## src/common/trig_sel_pkg.sv

```systemverilog
// Purpose: shared constants and carriers for the channel trigger selector
// Assumes: 32-bit axi4-lite register access, one clock
// Notes: offsets are byte addresses of aligned words
package trig_sel_pkg;
    localparam logic [3:0] SEL_SOFTWARE = 4'h0;
    localparam logic [3:0] SEL_TIMER_A = 4'h1;
    localparam logic [3:0] SEL_TIMER_B = 4'h2;
    localparam logic [3:0] SEL_PORT0_RX = 4'h3;
    localparam logic [3:0] SEL_PORT0_TX = 4'h4;
    localparam int NUM_SRC = 5;
    // register byte offsets
    localparam logic [7:0] CTRL_OFFSET = 8'h00;
    localparam logic [7:0] STATUS_OFFSET = 8'h04;
    // control field positions
    localparam int CTRL_SEL_LSB = 0;
    localparam int CTRL_EN_BIT = 4;
    localparam int CTRL_LEVEL_BIT = 5;
    localparam int CTRL_HALT_BIT = 6;
    localparam int CTRL_REQ_BIT = 7;
    localparam int CTRL_VARIANT_BIT = 8;
    // status field positions
    localparam int STAT_ARMED_BIT = 0;
    localparam int STAT_COUNT_LSB = 16;
    localparam logic [1:0] RESP_OKAY = 2'h0;
    localparam logic [1:0] RESP_SLVERR = 2'h2;
    localparam logic [8:0] CTRL_RESET = 9'h000;

    typedef struct packed {
        logic timer_a_ch2_compare_flag;
        logic timer_b_ch2_compare_flag;
        logic legacy_port0_rx_flag;
        logic legacy_port0_tx_flag;
        logic universal_port0_rx_flag;
        logic universal_port0_tx_flag;
    } src_flags_t;

    typedef struct packed {
        logic timer_a_ch2_irq_enable;
        logic timer_b_ch2_irq_enable;
        logic legacy_port0_rx_irq_enable;
        logic legacy_port0_tx_irq_enable;
        logic universal_port0_rx_irq_enable;
        logic universal_port0_tx_irq_enable;
    } src_enables_t;

    typedef struct packed {
        logic timer_a_ch2;
        logic timer_b_ch2;
        logic port0_rx;
        logic port0_tx;
    } src_clear_t;
endpackage

```

## src/verilog/dma_trigger_select.sv

```systemverilog
// Purpose: trigger source selection for one transfer channel
// Assumes: source flags and enables come from logic on aclk
// Notes: transfer engine itself lives elsewhere; this block issues starts
//
// Chosen here: the placing of the registers and the AXI4-Lite slave port.
`timescale 1ns/1ps
`default_nettype none

module dma_trigger_select (
    input wire logic aclk,
    input wire logic aresetn,
    input wire logic [7:0] s_axi_awaddr,
    input wire logic s_axi_awvalid,
    output logic s_axi_awready,
    input wire logic [31:0] s_axi_wdata,
    input wire logic [3:0] s_axi_wstrb,
    input wire logic s_axi_wvalid,
    output logic s_axi_wready,
    output logic [1:0] s_axi_bresp,
    output logic s_axi_bvalid,
    input wire logic s_axi_bready,
    input wire logic [7:0] s_axi_araddr,
    input wire logic s_axi_arvalid,
    output logic s_axi_arready,
    output logic [31:0] s_axi_rdata,
    output logic [1:0] s_axi_rresp,
    output logic s_axi_rvalid,
    input wire logic s_axi_rready,
    input wire trig_sel_pkg::src_flags_t src_flags,
    input wire trig_sel_pkg::src_enables_t src_enables,
    input wire logic instruction_done,
    output trig_sel_pkg::src_clear_t flag_clear,
    output logic transfer_start,
    output logic cpu_halt
);
    logic [3:0] trigger_select_field_r;
    logic channel_enable_bit_r;
    logic level_sensitive_bit_r;
    logic halt_after_instruction_bit_r;
    logic software_request_bit_r;
    logic variant_universal_r;
    logic [15:0] start_count_r;
    logic trig_prev_r;
    logic armed_r;
    logic halt_wait_r;
    logic aw_held_r;
    logic w_held_r;
    logic [7:0] aw_addr_r;
    logic [31:0] w_data_r;
    logic [3:0] w_strb_r;
    logic trig_raw;
    logic fire;
    logic sw_sel;
    logic wr_go;
    logic ctrl_wr;
    logic req_set;
    logic [7:0] wr_addr;
    logic [31:0] wr_data;
    logic [3:0] wr_strb;

    // pick the selected source, masked by its own interrupt enable
    always_comb
    begin
        trig_raw = 1'b0;
        unique case (trigger_select_field_r)
            trig_sel_pkg::SEL_SOFTWARE: trig_raw = software_request_bit_r;
            trig_sel_pkg::SEL_TIMER_A:
                trig_raw = src_flags.timer_a_ch2_compare_flag
                    & ~src_enables.timer_a_ch2_irq_enable;
            trig_sel_pkg::SEL_TIMER_B:
                trig_raw = src_flags.timer_b_ch2_compare_flag
                    & ~src_enables.timer_b_ch2_irq_enable;
            trig_sel_pkg::SEL_PORT0_RX:
                trig_raw = variant_universal_r
                    ? (src_flags.universal_port0_rx_flag
                       & ~src_enables.universal_port0_rx_irq_enable)
                    : (src_flags.legacy_port0_rx_flag
                       & ~src_enables.legacy_port0_rx_irq_enable);
            trig_sel_pkg::SEL_PORT0_TX:
                trig_raw = variant_universal_r
                    ? (src_flags.universal_port0_tx_flag
                       & ~src_enables.universal_port0_tx_irq_enable)
                    : (src_flags.legacy_port0_tx_flag
                       & ~src_enables.legacy_port0_tx_irq_enable);
            default: trig_raw = 1'b0;
        endcase
    end

    // the request bit is the event itself and self-clears at the start
    assign sw_sel = (trigger_select_field_r == trig_sel_pkg::SEL_SOFTWARE);

    // edge mode needs low-to-high; level mode fires while high
    // armed only after the source was seen low while selected
    // the cycle that carries a start is skipped: our clear of the flag lands one edge late
    assign fire = channel_enable_bit_r & trig_raw & ~halt_wait_r & ~transfer_start
        & (sw_sel | (armed_r & (level_sensitive_bit_r | ~trig_prev_r)));

    always_ff @(posedge aclk)
    begin
        if (!aresetn)
        begin
            trig_prev_r <= 1'b1;
            armed_r <= 1'b0;
        end
        else
        begin
            trig_prev_r <= trig_raw;
            // reselecting or disabling forgets the old level
            if (ctrl_wr || !channel_enable_bit_r)
                armed_r <= 1'b0;
            else if (!trig_raw)
                armed_r <= 1'b1;
        end
    end

    // halt now or after the running instruction ends
    always_ff @(posedge aclk)
    begin
        if (!aresetn)
        begin
            transfer_start <= 1'b0;
            cpu_halt <= 1'b0;
            halt_wait_r <= 1'b0;
            start_count_r <= 16'h0000;
        end
        else
        begin
            transfer_start <= 1'b0;
            cpu_halt <= 1'b0;
            if (fire && !halt_after_instruction_bit_r)
            begin
                transfer_start <= 1'b1;
                cpu_halt <= 1'b1;
                start_count_r <= start_count_r + 16'h0001;
            end
            else if (fire)
                halt_wait_r <= 1'b1;
            else if (halt_wait_r && instruction_done)
            begin
                halt_wait_r <= 1'b0;
                transfer_start <= 1'b1;
                cpu_halt <= 1'b1;
                start_count_r <= start_count_r + 16'h0001;
            end
        end
    end

    // clear the source flag with the start
    always_ff @(posedge aclk)
    begin
        if (!aresetn)
            flag_clear <= '0;
        else
        begin
            flag_clear <= '0;
            if ((fire && !halt_after_instruction_bit_r) || (halt_wait_r && instruction_done))
            begin
                unique case (trigger_select_field_r)
                    trig_sel_pkg::SEL_TIMER_A: flag_clear.timer_a_ch2 <= 1'b1;
                    trig_sel_pkg::SEL_TIMER_B: flag_clear.timer_b_ch2 <= 1'b1;
                    trig_sel_pkg::SEL_PORT0_RX: flag_clear.port0_rx <= 1'b1;
                    trig_sel_pkg::SEL_PORT0_TX: flag_clear.port0_tx <= 1'b1;
                    default: flag_clear <= '0;
                endcase
            end
        end
    end

    // write channel: address and data taken in either order
    assign wr_go = (aw_held_r | s_axi_awvalid) & (w_held_r | s_axi_wvalid) & ~s_axi_bvalid;
    assign wr_addr = aw_held_r ? aw_addr_r : s_axi_awaddr;
    assign wr_data = w_held_r ? w_data_r : s_axi_wdata;
    assign wr_strb = w_held_r ? w_strb_r : s_axi_wstrb;
    assign ctrl_wr = wr_go & (wr_addr == trig_sel_pkg::CTRL_OFFSET);
    assign req_set = ctrl_wr & wr_strb[0] & wr_data[trig_sel_pkg::CTRL_REQ_BIT];

    always_ff @(posedge aclk)
    begin
        if (!aresetn)
        begin
            aw_held_r <= 1'b0;
            w_held_r <= 1'b0;
            aw_addr_r <= 8'h00;
            w_data_r <= 32'h00000000;
            w_strb_r <= 4'h0;
            s_axi_awready <= 1'b0;
            s_axi_wready <= 1'b0;
            s_axi_bvalid <= 1'b0;
            s_axi_bresp <= trig_sel_pkg::RESP_OKAY;
        end
        else
        begin
            s_axi_awready <= 1'b0;
            s_axi_wready <= 1'b0;
            if (s_axi_awvalid && !aw_held_r && !s_axi_awready)
            begin
                aw_held_r <= 1'b1;
                aw_addr_r <= s_axi_awaddr;
                s_axi_awready <= 1'b1;
            end
            if (s_axi_wvalid && !w_held_r && !s_axi_wready)
            begin
                w_held_r <= 1'b1;
                w_data_r <= s_axi_wdata;
                w_strb_r <= s_axi_wstrb;
                s_axi_wready <= 1'b1;
            end
            if (aw_held_r && w_held_r && !s_axi_bvalid)
            begin
                aw_held_r <= 1'b0;
                w_held_r <= 1'b0;
                s_axi_bvalid <= 1'b1;
                s_axi_bresp <= (aw_addr_r == trig_sel_pkg::CTRL_OFFSET)
                    ? trig_sel_pkg::RESP_OKAY : trig_sel_pkg::RESP_SLVERR;
            end
            else if (s_axi_bvalid && s_axi_bready)
                s_axi_bvalid <= 1'b0;
        end
    end

    // control register; the request bit is cleared as its transfer starts
    always_ff @(posedge aclk)
    begin
        if (!aresetn)
        begin
            {variant_universal_r, software_request_bit_r, halt_after_instruction_bit_r,
             level_sensitive_bit_r, channel_enable_bit_r, trigger_select_field_r}
                <= trig_sel_pkg::CTRL_RESET;
        end
        else
        begin
            if (aw_held_r && w_held_r && !s_axi_bvalid
                && aw_addr_r == trig_sel_pkg::CTRL_OFFSET)
            begin
                if (w_strb_r[0])
                begin
                    trigger_select_field_r <= w_data_r[trig_sel_pkg::CTRL_SEL_LSB +: 4];
                    channel_enable_bit_r <= w_data_r[trig_sel_pkg::CTRL_EN_BIT];
                    level_sensitive_bit_r <= w_data_r[trig_sel_pkg::CTRL_LEVEL_BIT];
                    halt_after_instruction_bit_r <= w_data_r[trig_sel_pkg::CTRL_HALT_BIT];
                end
                if (w_strb_r[1])
                    variant_universal_r <= w_data_r[trig_sel_pkg::CTRL_VARIANT_BIT];
            end
            // a new request wins over the clear in the same cycle
            if (req_set && aw_held_r && w_held_r)
                software_request_bit_r <= 1'b1;
            else if (trigger_select_field_r == trig_sel_pkg::SEL_SOFTWARE
                     && ((fire && !halt_after_instruction_bit_r)
                         || (halt_wait_r && instruction_done)))
                software_request_bit_r <= 1'b0;
        end
    end

    // read channel
    always_ff @(posedge aclk)
    begin
        if (!aresetn)
        begin
            s_axi_arready <= 1'b0;
            s_axi_rvalid <= 1'b0;
            s_axi_rdata <= 32'h00000000;
            s_axi_rresp <= trig_sel_pkg::RESP_OKAY;
        end
        else
        begin
            s_axi_arready <= 1'b0;
            // rvalid waits for the address handshake, as the protocol demands
            if (s_axi_arvalid && s_axi_arready)
                s_axi_rvalid <= 1'b1;
            else if (s_axi_arvalid && !s_axi_arready && !s_axi_rvalid)
            begin
                s_axi_arready <= 1'b1;
                s_axi_rresp <= trig_sel_pkg::RESP_OKAY;
                s_axi_rdata <= 32'h00000000;
                if (s_axi_araddr == trig_sel_pkg::CTRL_OFFSET)
                    s_axi_rdata <= {23'h000000, variant_universal_r, software_request_bit_r,
                        halt_after_instruction_bit_r, level_sensitive_bit_r,
                        channel_enable_bit_r, trigger_select_field_r};
                else if (s_axi_araddr == trig_sel_pkg::STATUS_OFFSET)
                    s_axi_rdata <= {start_count_r, 13'h0000, halt_wait_r, trig_raw, armed_r};
                else
                    s_axi_rresp <= trig_sel_pkg::RESP_SLVERR;
            end
            else if (s_axi_rvalid && s_axi_rready)
                s_axi_rvalid <= 1'b0;
        end
    end
endmodule

`default_nettype wire
```

## config.mk

```make
export PLATFORM = sky130hd
export DESIGN_NAME = dma_trigger_select
export DESIGN_NICKNAME = d
export VERILOG_FILES = /design/src/common/trig_sel_pkg.sv /design/src/verilog/dma_trigger_select.sv
export SDC_FILE = /design/constraint.sdc
export NUM_CORES = 1
export LEC_CHECK = 0
export ABC_AREA = 0
export ABC_CLOCK_PERIOD_IN_PS = 4300
export BUFFER_PORTS_ARGS = -buffer_cell sky130_fd_sc_hd__buf_2
export CAP_MARGIN = 10
export CORE_ASPECT_RATIO = 0.5
export CORE_UTILIZATION = 54
export DETAILED_ROUTE_END_ITERATION = 8
export HOLD_SLACK_MARGIN = 0.02
export PLACE_DENSITY = 0.85
export RECOVER_POWER = 25
export SLEW_MARGIN = 20
export SYNTH_ARGS = -nofsm -noshare
export SYNTH_HDL_FRONTEND = slang
export SYNTH_SLANG_ARGS = --single-unit
```

## constraint.sdc

```tcl
create_clock -name aclk -period 4.3 [get_ports aclk]
set_clock_uncertainty 0.15 [all_clocks]
set_input_delay 0.86 -clock aclk [delete_from_list [all_inputs] [get_ports aclk]]
set_output_delay 0.86 -clock aclk [all_outputs]
set_load 0.02 [all_outputs]
```

# --- Word level (Yosys, flattened, before mapping) ---
# Cells that the tools add are included.
word_totals:
  input_bits: 72
  regBits: 95
  elab_cells: 149
classes:
  add_sub_neg: 1
  bitwise: 33
  eq_ne: 7
  mux: 33
  reduce_logical: 47
ops:
  columns: ["op", "count"]
  rows:
  - ["32-bit two-way mux", 2]
  - ["16-bit two-way mux", 3]
  - ["8-bit zero test", 3]
  - ["1-bit two-way mux", 22]
  - ["1-bit logical AND", 17]
  - ["16-bit by 1-bit adder with 16-bit output (second input constant)", 1]
  - ["1-bit AND", 16]
  - ["8-bit two-way mux", 2]
  - ["2-bit AND reduction", 7]
  - ["1-bit inverter", 13]
  - ["2-bit nonzero test", 5]
  - ["1-bit zero test", 9]
  - ["4-bit by 2-bit == test with 1-bit output (second input constant)", 2]
  - ["8-bit by 3-bit == test with 1-bit output (second input constant)", 1]
  - ["2-bit two-way mux", 3]
  - ["2-bit OR reduction", 3]
  - ["1-bit case mux with 5 select lines", 1]
  - ["4-bit by 1-bit == test with 1-bit output (second input constant)", 1]
  - ["4-bit by 3-bit == test with 1-bit output (second input constant)", 1]
  - ["4-bit zero test", 1]
  - ["1-bit OR", 4]
  - ["1-bit logical OR", 2]
  - ["2-bit by 1-bit != test with 1-bit output (second input constant)", 1]
  - ["2-bit != test (second input constant)", 1]

# --- Logic depth before layout (Yosys ltp) ---
# Gate-level depths: netlist (run 1).
depth:
  depth_word: 13
  ltp_mapped: 8
  depth_no_buf: 6

# --- Least setup slack after synthesis (run 1) ---
# No wires, ideal clock.
synth_path:
  path_type: "input -> register"
  start: "input src_enables[3] in the netlist's numbering"
  end: "register start_count_r[5]"
  t_arrival_ns: 2.572
  setup_time_ns: 0.070
  path_stages: 6
  required_time_ns: 4.080
  slack_ns: 1.508
  path_cell_list: "or3b_1 -> a2111oi_4 -> a211o_2 -> a32oi_4 -> or4_1 -> a21oi_1"
synth_via:
  elab_chain_cells: 11
synth_rtl:
  columns: ["item", "line_no", "source"]
  rows:
  - ["start: declaration", "dma_trigger_select.sv:30", "input wire trig_sel_pkg::src_enables_t src_enables,"]
  - ["1-bit inverter (*)", "dma_trigger_select.sv:78", "& ~src_enables.legacy_port0_rx_irq_enable);"]
  - ["1-bit AND (*)", "dma_trigger_select.sv:78", null]
  - ["1-bit two-way mux (*)", "dma_trigger_select.sv:75", "? (src_flags.universal_port0_rx_flag"]
  - ["1-bit case mux with 5 select lines (*)", "dma_trigger_select.sv:65", "unique case (trigger_select_field_r)"]
  - ["1-bit AND (*) (3 in series)", "dma_trigger_select.sv:95", "assign fire = channel_enable_bit_r & trig_raw & ~halt_wait_r & ~transfer_start"]
  - ["1-bit AND (*)", "dma_trigger_select.sv:96", "& (sw_sel | (armed_r & (level_sensitive_bit_r | ~trig_prev_r)));"]
  - ["1-bit logical AND", "dma_trigger_select.sv:130", "if (fire && !halt_after_instruction_bit_r)"]
  - ["2-bit by 1-bit != test with 1-bit output (no line) / 2-bit nonzero test (equally long branches)", null, null]
  - ["2-bit AND reduction (no line)", null, null]
  - ["end signal: assignment", "dma_trigger_select.sv:134", "start_count_r <= start_count_r + 16'h0001;"]
  - ["end signal: assignment", "dma_trigger_select.sv:143", "start_count_r <= start_count_r + 16'h0001;"]
  - ["end: declaration", "dma_trigger_select.sv:42", "logic [15:0] start_count_r;"]
# Every way passes the cells marked *; elsewhere a longest branch is shown, timed or not.
# A chain may end at the register's enable or synchronous reset.

# --- Final worst setup path (run 1) ---
layout_path:
  start: "input src_enables[3] in the netlist's numbering"
  end: "register start_count_r[11]"
# The elaborated chain is that of the path after synthesis.

==> results.yml, run 1 <==
floorplanning:
  ios: 119
  core_um2: 6210
  die_h_um: 59.4
  rows: 20
  fp.dieArea_um2: 6930
  start_util: 0.573
  die_x_um: 117
sta:
  relSlewSlack: 0.287
  rsz0062_at_grt: "false"
  drv_slew: 0
  setup_viol: 0
  fin_crit_ps: 2840
  max_freq_mhz: 352
  timing.final.crit_share: 0.662
  tns_ps: 0
  setup_ws_ps: 1460
  worst_slew_pin_slew_ps: 1060
  hold_viol_final: 0
logic_synthesis:
  ys_seq_elements: 86
  synth_top_area_share: 0.485
  synth_fa_ha_area_frac: 0.00352
  yosys-top-cells-area: "dfxtp_1, mux2i_1, nor2_1"
  synth_top_cells_by_count: "dfxtp_1, nor2_1, a21oi_1, nand2_1, mux2i_1"
  synthArstFlopShare: 0
  yosys.area.top_type: "dfxtp_1"
  synthFlopType: "dfxtp_1"
  yosysUniqueCellTypes: 51
  synth_compound_area_frac: 0.154
  seq_area_frac_synth: 0.485
  avgSynthCellArea_um2: 9.11
  synth_cells: 390
  synth_top_family_by_area: "simple AND/OR/NAND/NOR gates"
  synth_area_um2: 3550
  muxShareOfSynthArea: 0.0708
  synth-xor-area-share: 0.00739
  yosys_warnings: 0
  synth-simple-area-share: 0.227
  yosysMostFrequentCell: "dfxtp_1"
  synth_edf_count: 0
cts:
  numClockSinks: 86
  clk_pin_slew_ps: 60
  post_cts_buffers: 0
  ctsRootBufferMaster: "clkbuf_16"
  cts_buffers: 9
  cts_tree: "built"
  clockBufferDepth: 2
  insertion_delay_ps: 340
  cts_hold_buf: 0
  cts_resized: 0
  htreeDepth: 3
critical_path:
  reg2reg_slack_ps: 1670
  cp_data_required_time_ps: 4420
  cp_slowest_cell: "or4b_1"
  critPathArrivalTime_ps: 2970
  end_kind: "flip-flop"
  r2r_cells: 6
  max_stage_delay_ps: 560
  r2r-end: "start_count_r[11]"
  crit_type: "primary input to flip-flop"
  critPathMaxFanout: 11
  cp_cell_sequence: "buf_2, or3b_1, a2111oi_4, a211o_2, a31oi_1, or4b_1, a21oi_1"
  crit_path_start_kind: "primary input"
  r2r_start: "variant_universal_r"
outcome:
  status: "finished, final reports clean"
power:
  vdd_ir_drop_max_mv: 0.203
  p_leak_nw: 1.68
  power_density_nw_per_um2: 396
place:
  placed_area_um2: 3980
  hpwl_mm: 5.21
  portBuffers: 84
  place.gp.congestion: 0.794
  dp_slack_ps: 1130
route:
  routed_wl_mm: 7.46
  via_per_inst: 5.32
  first_pass_iters: 4
  drtIter0Drc: 216
  vias: 2963
  ant_nets: 0
  route.detailed.drc: 0
  routedWlPerCell_um: 13.4
global_route:
  grt_pass1_wl_mm: 12.4
  grt_max_degree: 38
  antenna_found_initial: 0
  grt_usage: 0.240
  grt_pass1_vias: 2682
  grt-ovfl-total: 0
final_layout:
  drive_gt1_frac: 0.194
  final_nets: 538
  diodes: 0
  final_cell_area_um2: 4240
  area_growth_pct: 19.4
worst_hold_path:
  worst_hold_path.endpoint: "trigger_select_field_r[0]"
  whs_path_depth: 2
  hp-class: "flip-flop to flip-flop"
  hp-start: "w_data_r[0]"
job:
  cap_viol_max_count: 0
==> final cells by class <==
type	instances	area [um2]
fillers	537	1960
flip-flops and latches	86	1720
multi-input cells	274	1680
repair buffers	86	410
clock buffers	15	288
well taps	88	110
inverters	8	30.0
==> sequential cells by signal, indices dropped and copies added, names as in the netlist, 2 cells and up <==
| name | flops |
|---|---|
| w_data_r | 9 |
| aw_addr_r | 8 |
| start_count_r | 16 |
| w_strb_r | 2 |
| flag_clear | 4 |
| trigger_select_field_r | 4 |
| s_axi_rdata | 25 |
==> metrics by stage <==
step | util | total power [mW] | hold WS, ps | cells
floorplan | - | 0.922 | 293 | 398
global placement | 0.641 | 0.954 | 315 | 542
detailed placement | 0.641 | 0.957 | 321 | 542
CTS | 0.688 | 1.70 | 331 | 557
global route | 0.684 | 1.75 | 335 | 557
finish | 0.684 | 1.68 | 329 | 557
==> power by group <==
group | internal, mW | switching [mW] | leakage (nW)
clock network | 0.452 | 0.290 | 0.142
registers | 0.816 | 0.0134 | 0.697
logic | 0.0456 | 0.0654 | 0.844
total | 1.31 | 0.369 | 1.68
==> cell usage in the layout (no fill, tap or decap), types with 8 or more instances in the layout <==
master / netlist / layout
a21oi_1: 27 / 27
a22oi_1: 23 / 23
buf_2: 3 / 64
clkbuf_1: 16 / 22
clkbuf_16: 0 / 9
conb_1: 1 / 9
dfxtp_1: 86 / 86
inv_1: 7 / 8
mux2i_1: 24 / 24
nand2_1: 27 / 27
nand3_1: 14 / 14
nor2_1: 63 / 63
==> worst max path at each step <==
stage | start | end | cells past startpoint | slack (ps)
floorplan | src_enables[3] | start_count_r[5] | 6 | 1510
global placement | src_enables[3] | start_count_r[11] | 7 | 1180
detailed placement | src_enables[3] | start_count_r[11] | 7 | 1130
CTS | src_enables[3] | start_count_r[11] | 7 | 1470
global route | src_enables[3] | start_count_r[11] | 7 | 1360
finish | src_enables[3] | start_count_r[11] | 7 | 1460
==> layer usage <==
layer / track usage / vias up / routed length (um)
li1: - / 1517 / -
met1: 0.289 / 1372 / 3560
met2: 0.397 / 66 / 3500
met3: 0.0992 / 8 / 310
met4: 0.0741 / 0 / 82
met5: 0 / - / 0
==> worst max-delay path: cells and delay by family <==
| family | cells | cell delay, ps |
|---|---|---|
| simple gates | 2 | 960 |
| compound gates | 4 | 1060 |
| buf+inv | 1 | 90 |
==> logic make-up (layout without fill, tap and decap cells) <==
kind of cell,count (synthesis),count (layout)
AOI/OAI and AO/OA,75,75
buffers and inverters,38,109
DFF,86,86
muxes,25,25
other,1,9
xor gates and xnor gates,3,3
and+or+nand+nor,161,161
adders and majority gates,1,1
Note: power is estimated with default switching activity, not from simulation.
==> run 2: changes to the inputs <==
ABC_AREA = 1   (was 0)
ABC_CLOCK_PERIOD_IN_PS = 2600   (was 4300)
CORE_UTILIZATION = 46   (was 54)
PLACE_DENSITY = 0.76   (was 0.85)
clock period = 2.6 ns   (was 4.3 ns; I/O delays follow)
==> run 2 against run 1 <==
Worst hold slack lost 47 ps. Power grew 70%. Final area grew 2.8%. Synthesized cell count grew 26%. Area after synthesis grew 3.1%. Register-to-register slack lost 1100 ps. Global-route usage shrank 4.3 points. Sequential share of layout area shrank 1.1 points. Largest power group unchanged. Highest routed layer unchanged.
==> results.yml, run 2 <==
floorplanning:
  fp.dieArea_um2: 8350
  ios: 119
  rows: 22
  die_x_um: 128
  die_h_um: 65.1
  start_util: 0.488
  core_um2: 7510
sta:
  setup_viol: 0
  worst_slew_pin_slew_ps: 809
  max_freq_mhz: 488
  rsz0062_at_grt: "false"
  drv_slew: 0
  fin_crit_ps: 2050
  hold_viol_final: 0
  timing.final.crit_share: 0.787
  setup_ws_ps: 553
  relSlewSlack: 0.461
  tns_ps: 0
critical_path:
  worst-path-buf-inv: 1
  cp_data_required_time_ps: 2700
  r2r-end: "start_count_r[14]"
  cp_cell_sequence: "ha_1, inv_1, nor4_1, nand4_1, nand2_1, nand2_1, a21oi_1"
  end_kind: "flip-flop"
  crit_start: "start_count_r[0]"
  r2r_cells: 7
  reg2reg_slack_ps: 550
  cp-endpoint: "start_count_r[14]"
  crit_path_start_kind: "flip-flop"
  crit_family: "simple AND/OR/NAND/NOR gates"
  max_stage_delay_ps: 590
  r2r_start: "start_count_r[0]"
  cpMostUsedCell: "nand2_1"
  cp.depth: 7
  crit_type: "flip-flop to flip-flop"
  critPathArrivalTime_ps: 2150
  cp_slowest_cell: "nor4_1"
  critPathMaxFanout: 5
place:
  portBuffers: 84
  hpwl_mm: 5.29
  placed_cells: 668
  place.gp.congestion: 0.840
  placed_area_um2: 4110
  dp_slack_ps: 467
final_layout:
  top_register: "s_axi_rdata"
  seq_area_um2: 1720
  area_growth_pct: 19.0
  nFillCells: 739
  largest_register_ffs: 25
  final_nets: 644
  fin_cells: 684
  mostFrequentLayoutCells: "nand2_1, dfxtp_1, a21oi_1, buf_2, inv_1"
  reg.largest.list: "s_axi_rdata (25), start_count_r (16), w_data_r (9)"
  diodes: 0
  multi_input_area_um2: 1590
  final_cell_area_um2: 4360
  drive_gt1_frac: 0.160
  utilization: 0.580
  layout_commonest_cell: "nand2_1"
logic_synthesis:
  synthFlopType: "dfxtp_1"
  synth_cells: 493
  synth_area_um2: 3660
  yosys.area.top_type: "dfxtp_1"
  yosysMostFrequentCell: "nand2_1"
  yosys-top-cells-area: "dfxtp_1, nand2_1, a21oi_1"
  synth_top_cells_by_count: "nand2_1, dfxtp_1, a21oi_1, inv_1, nor2_1"
  synth_edf_count: 0
  yosysUniqueCellTypes: 32
  yosys_warnings: 0
  synth_top_area_share: 0.470
  synthArstFlopShare: 0
  avgSynthCellArea_um2: 7.43
  seq_area_frac_synth: 0.470
  ys_seq_elements: 86
power:
  p_int_mw: 2.19
  power.share.combinational: 0.084
  p_sw_uw: 668
  clkPwrFrac: 0.430
  power_density_nw_per_um2: 655
  pwr-share-seq: 0.487
  vdd_ir_drop_max_mv: 0.377
  netSwitchingFraction: 0.234
  p_leak_nw: 1.76
global_route:
  grt-ovfl-total: 0
  grt_pass1_vias: 2914
  grt_usage: 0.197
  antenna_found_initial: 0
  grt_pass1_wl_mm: 12.9
  grt_max_degree: 34
cts:
  post_cts_buffers: 0
  cts_buffers: 9
  cts_resized: 0
  insertion_delay_ps: 340
  ctsRootBufferMaster: "clkbuf_16"
  clockBufferDepth: 2
  htreeDepth: 3
  numClockSinks: 86
  clk_pin_slew_ps: 60
  cts_tree: "built"
  cts_hold_buf: 0
job:
  cap_viol_max_count: 0
route:
  routed_wl_mm: 7.79
  route.detailed.drc: 0
  vias: 3299
  first_pass_iters: 4
  drtIter0Drc: 191
  via_per_inst: 4.82
  routedWlPerCell_um: 11.4
  ant_nets: 0
worst_hold_path:
  hp-start: "s_axi_bready"
  hp-class: "primary input to flip-flop"
outcome:
  status: "finished, final reports clean"
==> run 2: power groups by stage <==
| stage | combinational, mW | sequential (mW) | clock, mW |
|---|---|---|---|
| after floorplan | 0.152 | 1.43 | 0 |
| after global placement | 0.235 | 1.42 | 0 |
| after detailed placement | 0.240 | 1.42 | 0 |
| after CTS | 0.243 | 1.39 | 1.25 |
| after global routing | 0.268 | 1.39 | 1.31 |
| final | 0.239 | 1.39 | 1.23 |
==> run 2: stage by stage <==
step / total power, mW / hold WS (ps)
3_3_place_gp: 1.65 / 279
2_1_floorplan: 1.58 / 270
5_1_grt: 2.97 / 290
4_1_cts: 2.89 / 278
6_report: 2.86 / 283
3_5_place_dp: 1.66 / 286
==> run 2: worst reg2reg max path, delay by kind of cell, from the launching register on <==
| kind | cells | cell delay [ps] |
|---|---|---|
| flops | 1 | 400 |
| simple gates | 4 | 940 |
| buf+inv | 1 | 80 |
| compound gates | 1 | 140 |
| fa+ha+maj | 1 | 270 |
==> run 2: cell families after synthesis <==
logic type / count (synthesis) / synth area share
other: 1 / 0.00102
adder cells (fa/ha/maj): 1 / 0.00341
flip-flops: 86 / 0.470
XOR/XNOR: 6 / 0.0143
AO/OA/AOI/OAI: 110 / 0.156
AND/OR/NAND/NOR: 204 / 0.251
buffers and inverters: 85 / 0.104
==> run 2: routing by layer <==
layer	up-vias	global-route usage	part of all wire	routed length, um
met5	-	0	0	0
met4	0	0.0706	0.0053	41
met3	5	0.0570	0.044	345
met2	70	0.332	0.47	3670
met1	1481	0.243	0.48	3730
li1	1743	-	-	-
==> run 2: final cells by class <==
cell class | instances | share of cell area
flip-flops and latches | 86 | 0.395
multi-input cells | 330 | 0.365
repair buffers | 87 | 0.0950
clock buffers | 12 | 0.0542
inverters | 57 | 0.0491
well taps | 108 | 0.0310
clock inverters | 4 | 0.0109
==> run 2: how the worst min path moves through the flow <==
stage | endpoint | slack [ps] | cells after the start
3_3_place_gp | w_data_r[8] | 280 | 2
3_5_place_dp | w_data_r[6] | 290 | 2
2_1_floorplan | w_data_r[0] | 270 | 2
6_report | s_axi_bvalid | 280 | 4
4_1_cts | s_axi_bvalid | 280 | 4
5_1_grt | s_axi_rvalid | 290 | 4
==> run 3: changes to the inputs <==
ABC_CLOCK_PERIOD_IN_PS = 1700   (was 2600)
clock period = 1.7 ns   (was 2.6 ns; I/O delays follow)
==> run 3 against run 2 <==
Via count increased by 6.9%. Largest power group unchanged. Clock-buffer cell count decreased by 1. Clock power increased by 71%.
==> results.yml, run 3 (synthesis gave the netlist of run 2 again) <==
route:
  via_per_inst: 4.86
  vias: 3528
  routedWlPerCell_um: 11.7
  routed_wl_mm: 8.50
  route.detailed.drc: 0
  drtIter0Drc: 185
  first_pass_iters: 4
  ant_nets: 0
floorplanning:
  core_um2: 7510
  die_x_um: 128
  die_h_um: 65.1
  start_util: 0.488
  fp.dieArea_um2: 8350
  ios: 119
  rows: 22
critical_path:
  critPathArrivalTime_ps: 1770
  cp_slowest_cell: "nor4_4"
  crit_start: "aw_held_r"
  critPathMaxFanout: 4
  end_kind: "flip-flop"
  crit_family: "simple AND/OR/NAND/NOR gates"
  crit_type: "flip-flop to flip-flop"
  worst-path-buf-inv: 3
  max_stage_delay_ps: 340
  reg2reg_slack_ps: 10
  cp.depth: 8
  r2r-end: "trigger_select_field_r[1]"
  cp_cell_sequence: "inv_2, nor3_4, inv_1, nor4_4, buf_4, nand2_4, o21ai_1, a21oi_1"
  r2r_start: "aw_held_r"
  r2r_cells: 8
  crit_path_start_kind: "flip-flop"
  cp_data_required_time_ps: 1780
global_route:
  grt_max_degree: 28
  grt-ovfl-total: 0
  grt_usage: 0.208
  grt_pass1_wl_mm: 13.6
  grt_pass1_vias: 3041
  antenna_found_initial: 0
worst_hold_path:
  worst_hold_path.endpoint: "s_axi_rvalid"
  whs_path_depth: 4
  hp-class: "primary input to flip-flop"
  hp-start: "s_axi_rready"
sta:
  drv_slew: 0
  max_freq_mhz: 592
  timing.final.crit_share: 0.994
  relSlewSlack: 0.668
  hold_viol_final: 0
  worst_slew_pin_slew_ps: 496
  setup_viol: 0
  rsz0062_at_grt: "true"
  fin_crit_ps: 1690
  setup_ws_ps: 10.8
power:
  clkPwrFrac: 0.452
  power_density_nw_per_um2: 962
  p_leak_nw: 2.03
  power.share.combinational: 0.090
  power_mw: 4.65
  p_int_mw: 3.58
  p_sw_mw: 1.07
  netSwitchingFraction: 0.231
  vdd_ir_drop_max_mv: 0.562
  pwr-share-seq: 0.458
place:
  place.gp.congestion: 0.820
  dp_slack_ps: -31.6
  portBuffers: 84
  hpwl_mm: 5.78
final_layout:
  reg.largest.list: "s_axi_rdata (25), start_count_r (16), w_data_r (9)"
  layout_commonest_cell: "nand2_1"
  top_register: "s_axi_rdata"
  drive_gt1_frac: 0.262
  mostFrequentLayoutCells: "nand2_1, dfxtp_1, buf_2, a21oi_1, inv_1"
  area_growth_pct: 31.9
  largest_register_ffs: 25
  final_nets: 686
  diodes: 0
cts:
  numClockSinks: 86
  htreeDepth: 3
  insertion_delay_ps: 340
  cts_buffers: 9
  ctsRootBufferMaster: "clkbuf_16"
  cts_hold_buf: 0
  cts_tree: "built"
  clockBufferDepth: 2
  clk_pin_slew_ps: 60
outcome:
  status: "finished, final reports clean"
job:
  cap_viol_max_count: 0
==> run 3: cell types whose count changed in the layout (fill, tap and decap cells not counted), moves of 4 or more <==
cell | previous run | this run
dfxtp_2 | 0 | 7
nand2_1 | 107 | 102
nand2_2 | 1 | 6
dfxtp_1 | 86 | 79
clkbuf_1 | 24 | 20
o21ai_0 | 35 | 31
buf_4 | 2 | 37
==> run 3: worst register-to-register path, stage by stage (launching register included) <==
cell and delay [ps]:
dfxtp_2 330, inv_2 50, nor3_4 160, inv_1 110
nor4_4 340, buf_4 180, nand2_4 60, o21ai_1 140
a21oi_1 60
==> run 3: repair_timing <==
| action | 4_1_cts | 5_1_grt |
|---|---|---|
| setup endpoints to repair | 0 | 31 |
| buffers inserted | 0 | 10 |
| gates resized for setup | 0 | 34 |
==> run 3: area by class of cell <==
type / instances / area, um2
Inverter: 57 / 214
Fill cell: 677 / 2680
Tap cell: 108 / 135
Timing Repair Buffer: 128 / 766
Multi-Input combinational cell: 331 / 1660
Clock inverter: 5 / 82.6
Clock buffer: 11 / 243
Sequential cell: 86 / 1730
==> run 3: how the worst max path moves through the flow <==
stage	to	slack [ps]
5_1_grt	trigger_select_field_r[1]	-120
3_3_place_gp	s_axi_rdata[4]	9
6_report	trigger_select_field_r[1]	10
2_1_floorplan	start_count_r[14]	40
4_1_cts	channel_enable_bit_r	7
3_5_place_dp	s_axi_rdata[6]	-30
==> run 3: stage by stage <==
step	util	instances	TNS, ps	instance area [um2]	hold WS, ps
5_1_grt	0.643	726	-1260	4830	106
3_5_place_dp	0.580	698	-31.6	4360	284
6_report	0.643	726	0	4830	97.0
3_3_place_gp	0.580	698	0	4360	279
2_1_floorplan	-	501	0	3690	270
4_1_cts	0.623	714	0	4680	92.8
==> run 3: power groups by stage <==
stage                     Clock, mW  Sequential, mW  Combinational [mW]
final                          2.10            2.13               0.420
after global routing           2.24            2.14               0.473
after CTS                      2.14            2.12               0.399
after detailed placement          0            2.17               0.395
after global placement            0            2.17               0.388
after floorplan                   0            2.19               0.233
==> run 3: layer usage <==
layer,up-vias,global-route usage,part of all wire
li1,1827,-,-
met1,1620,0.257,0.46
met2,70,0.349,0.49
met3,11,0.0570,0.040
met4,0,0.0765,0.012
met5,-,0,0
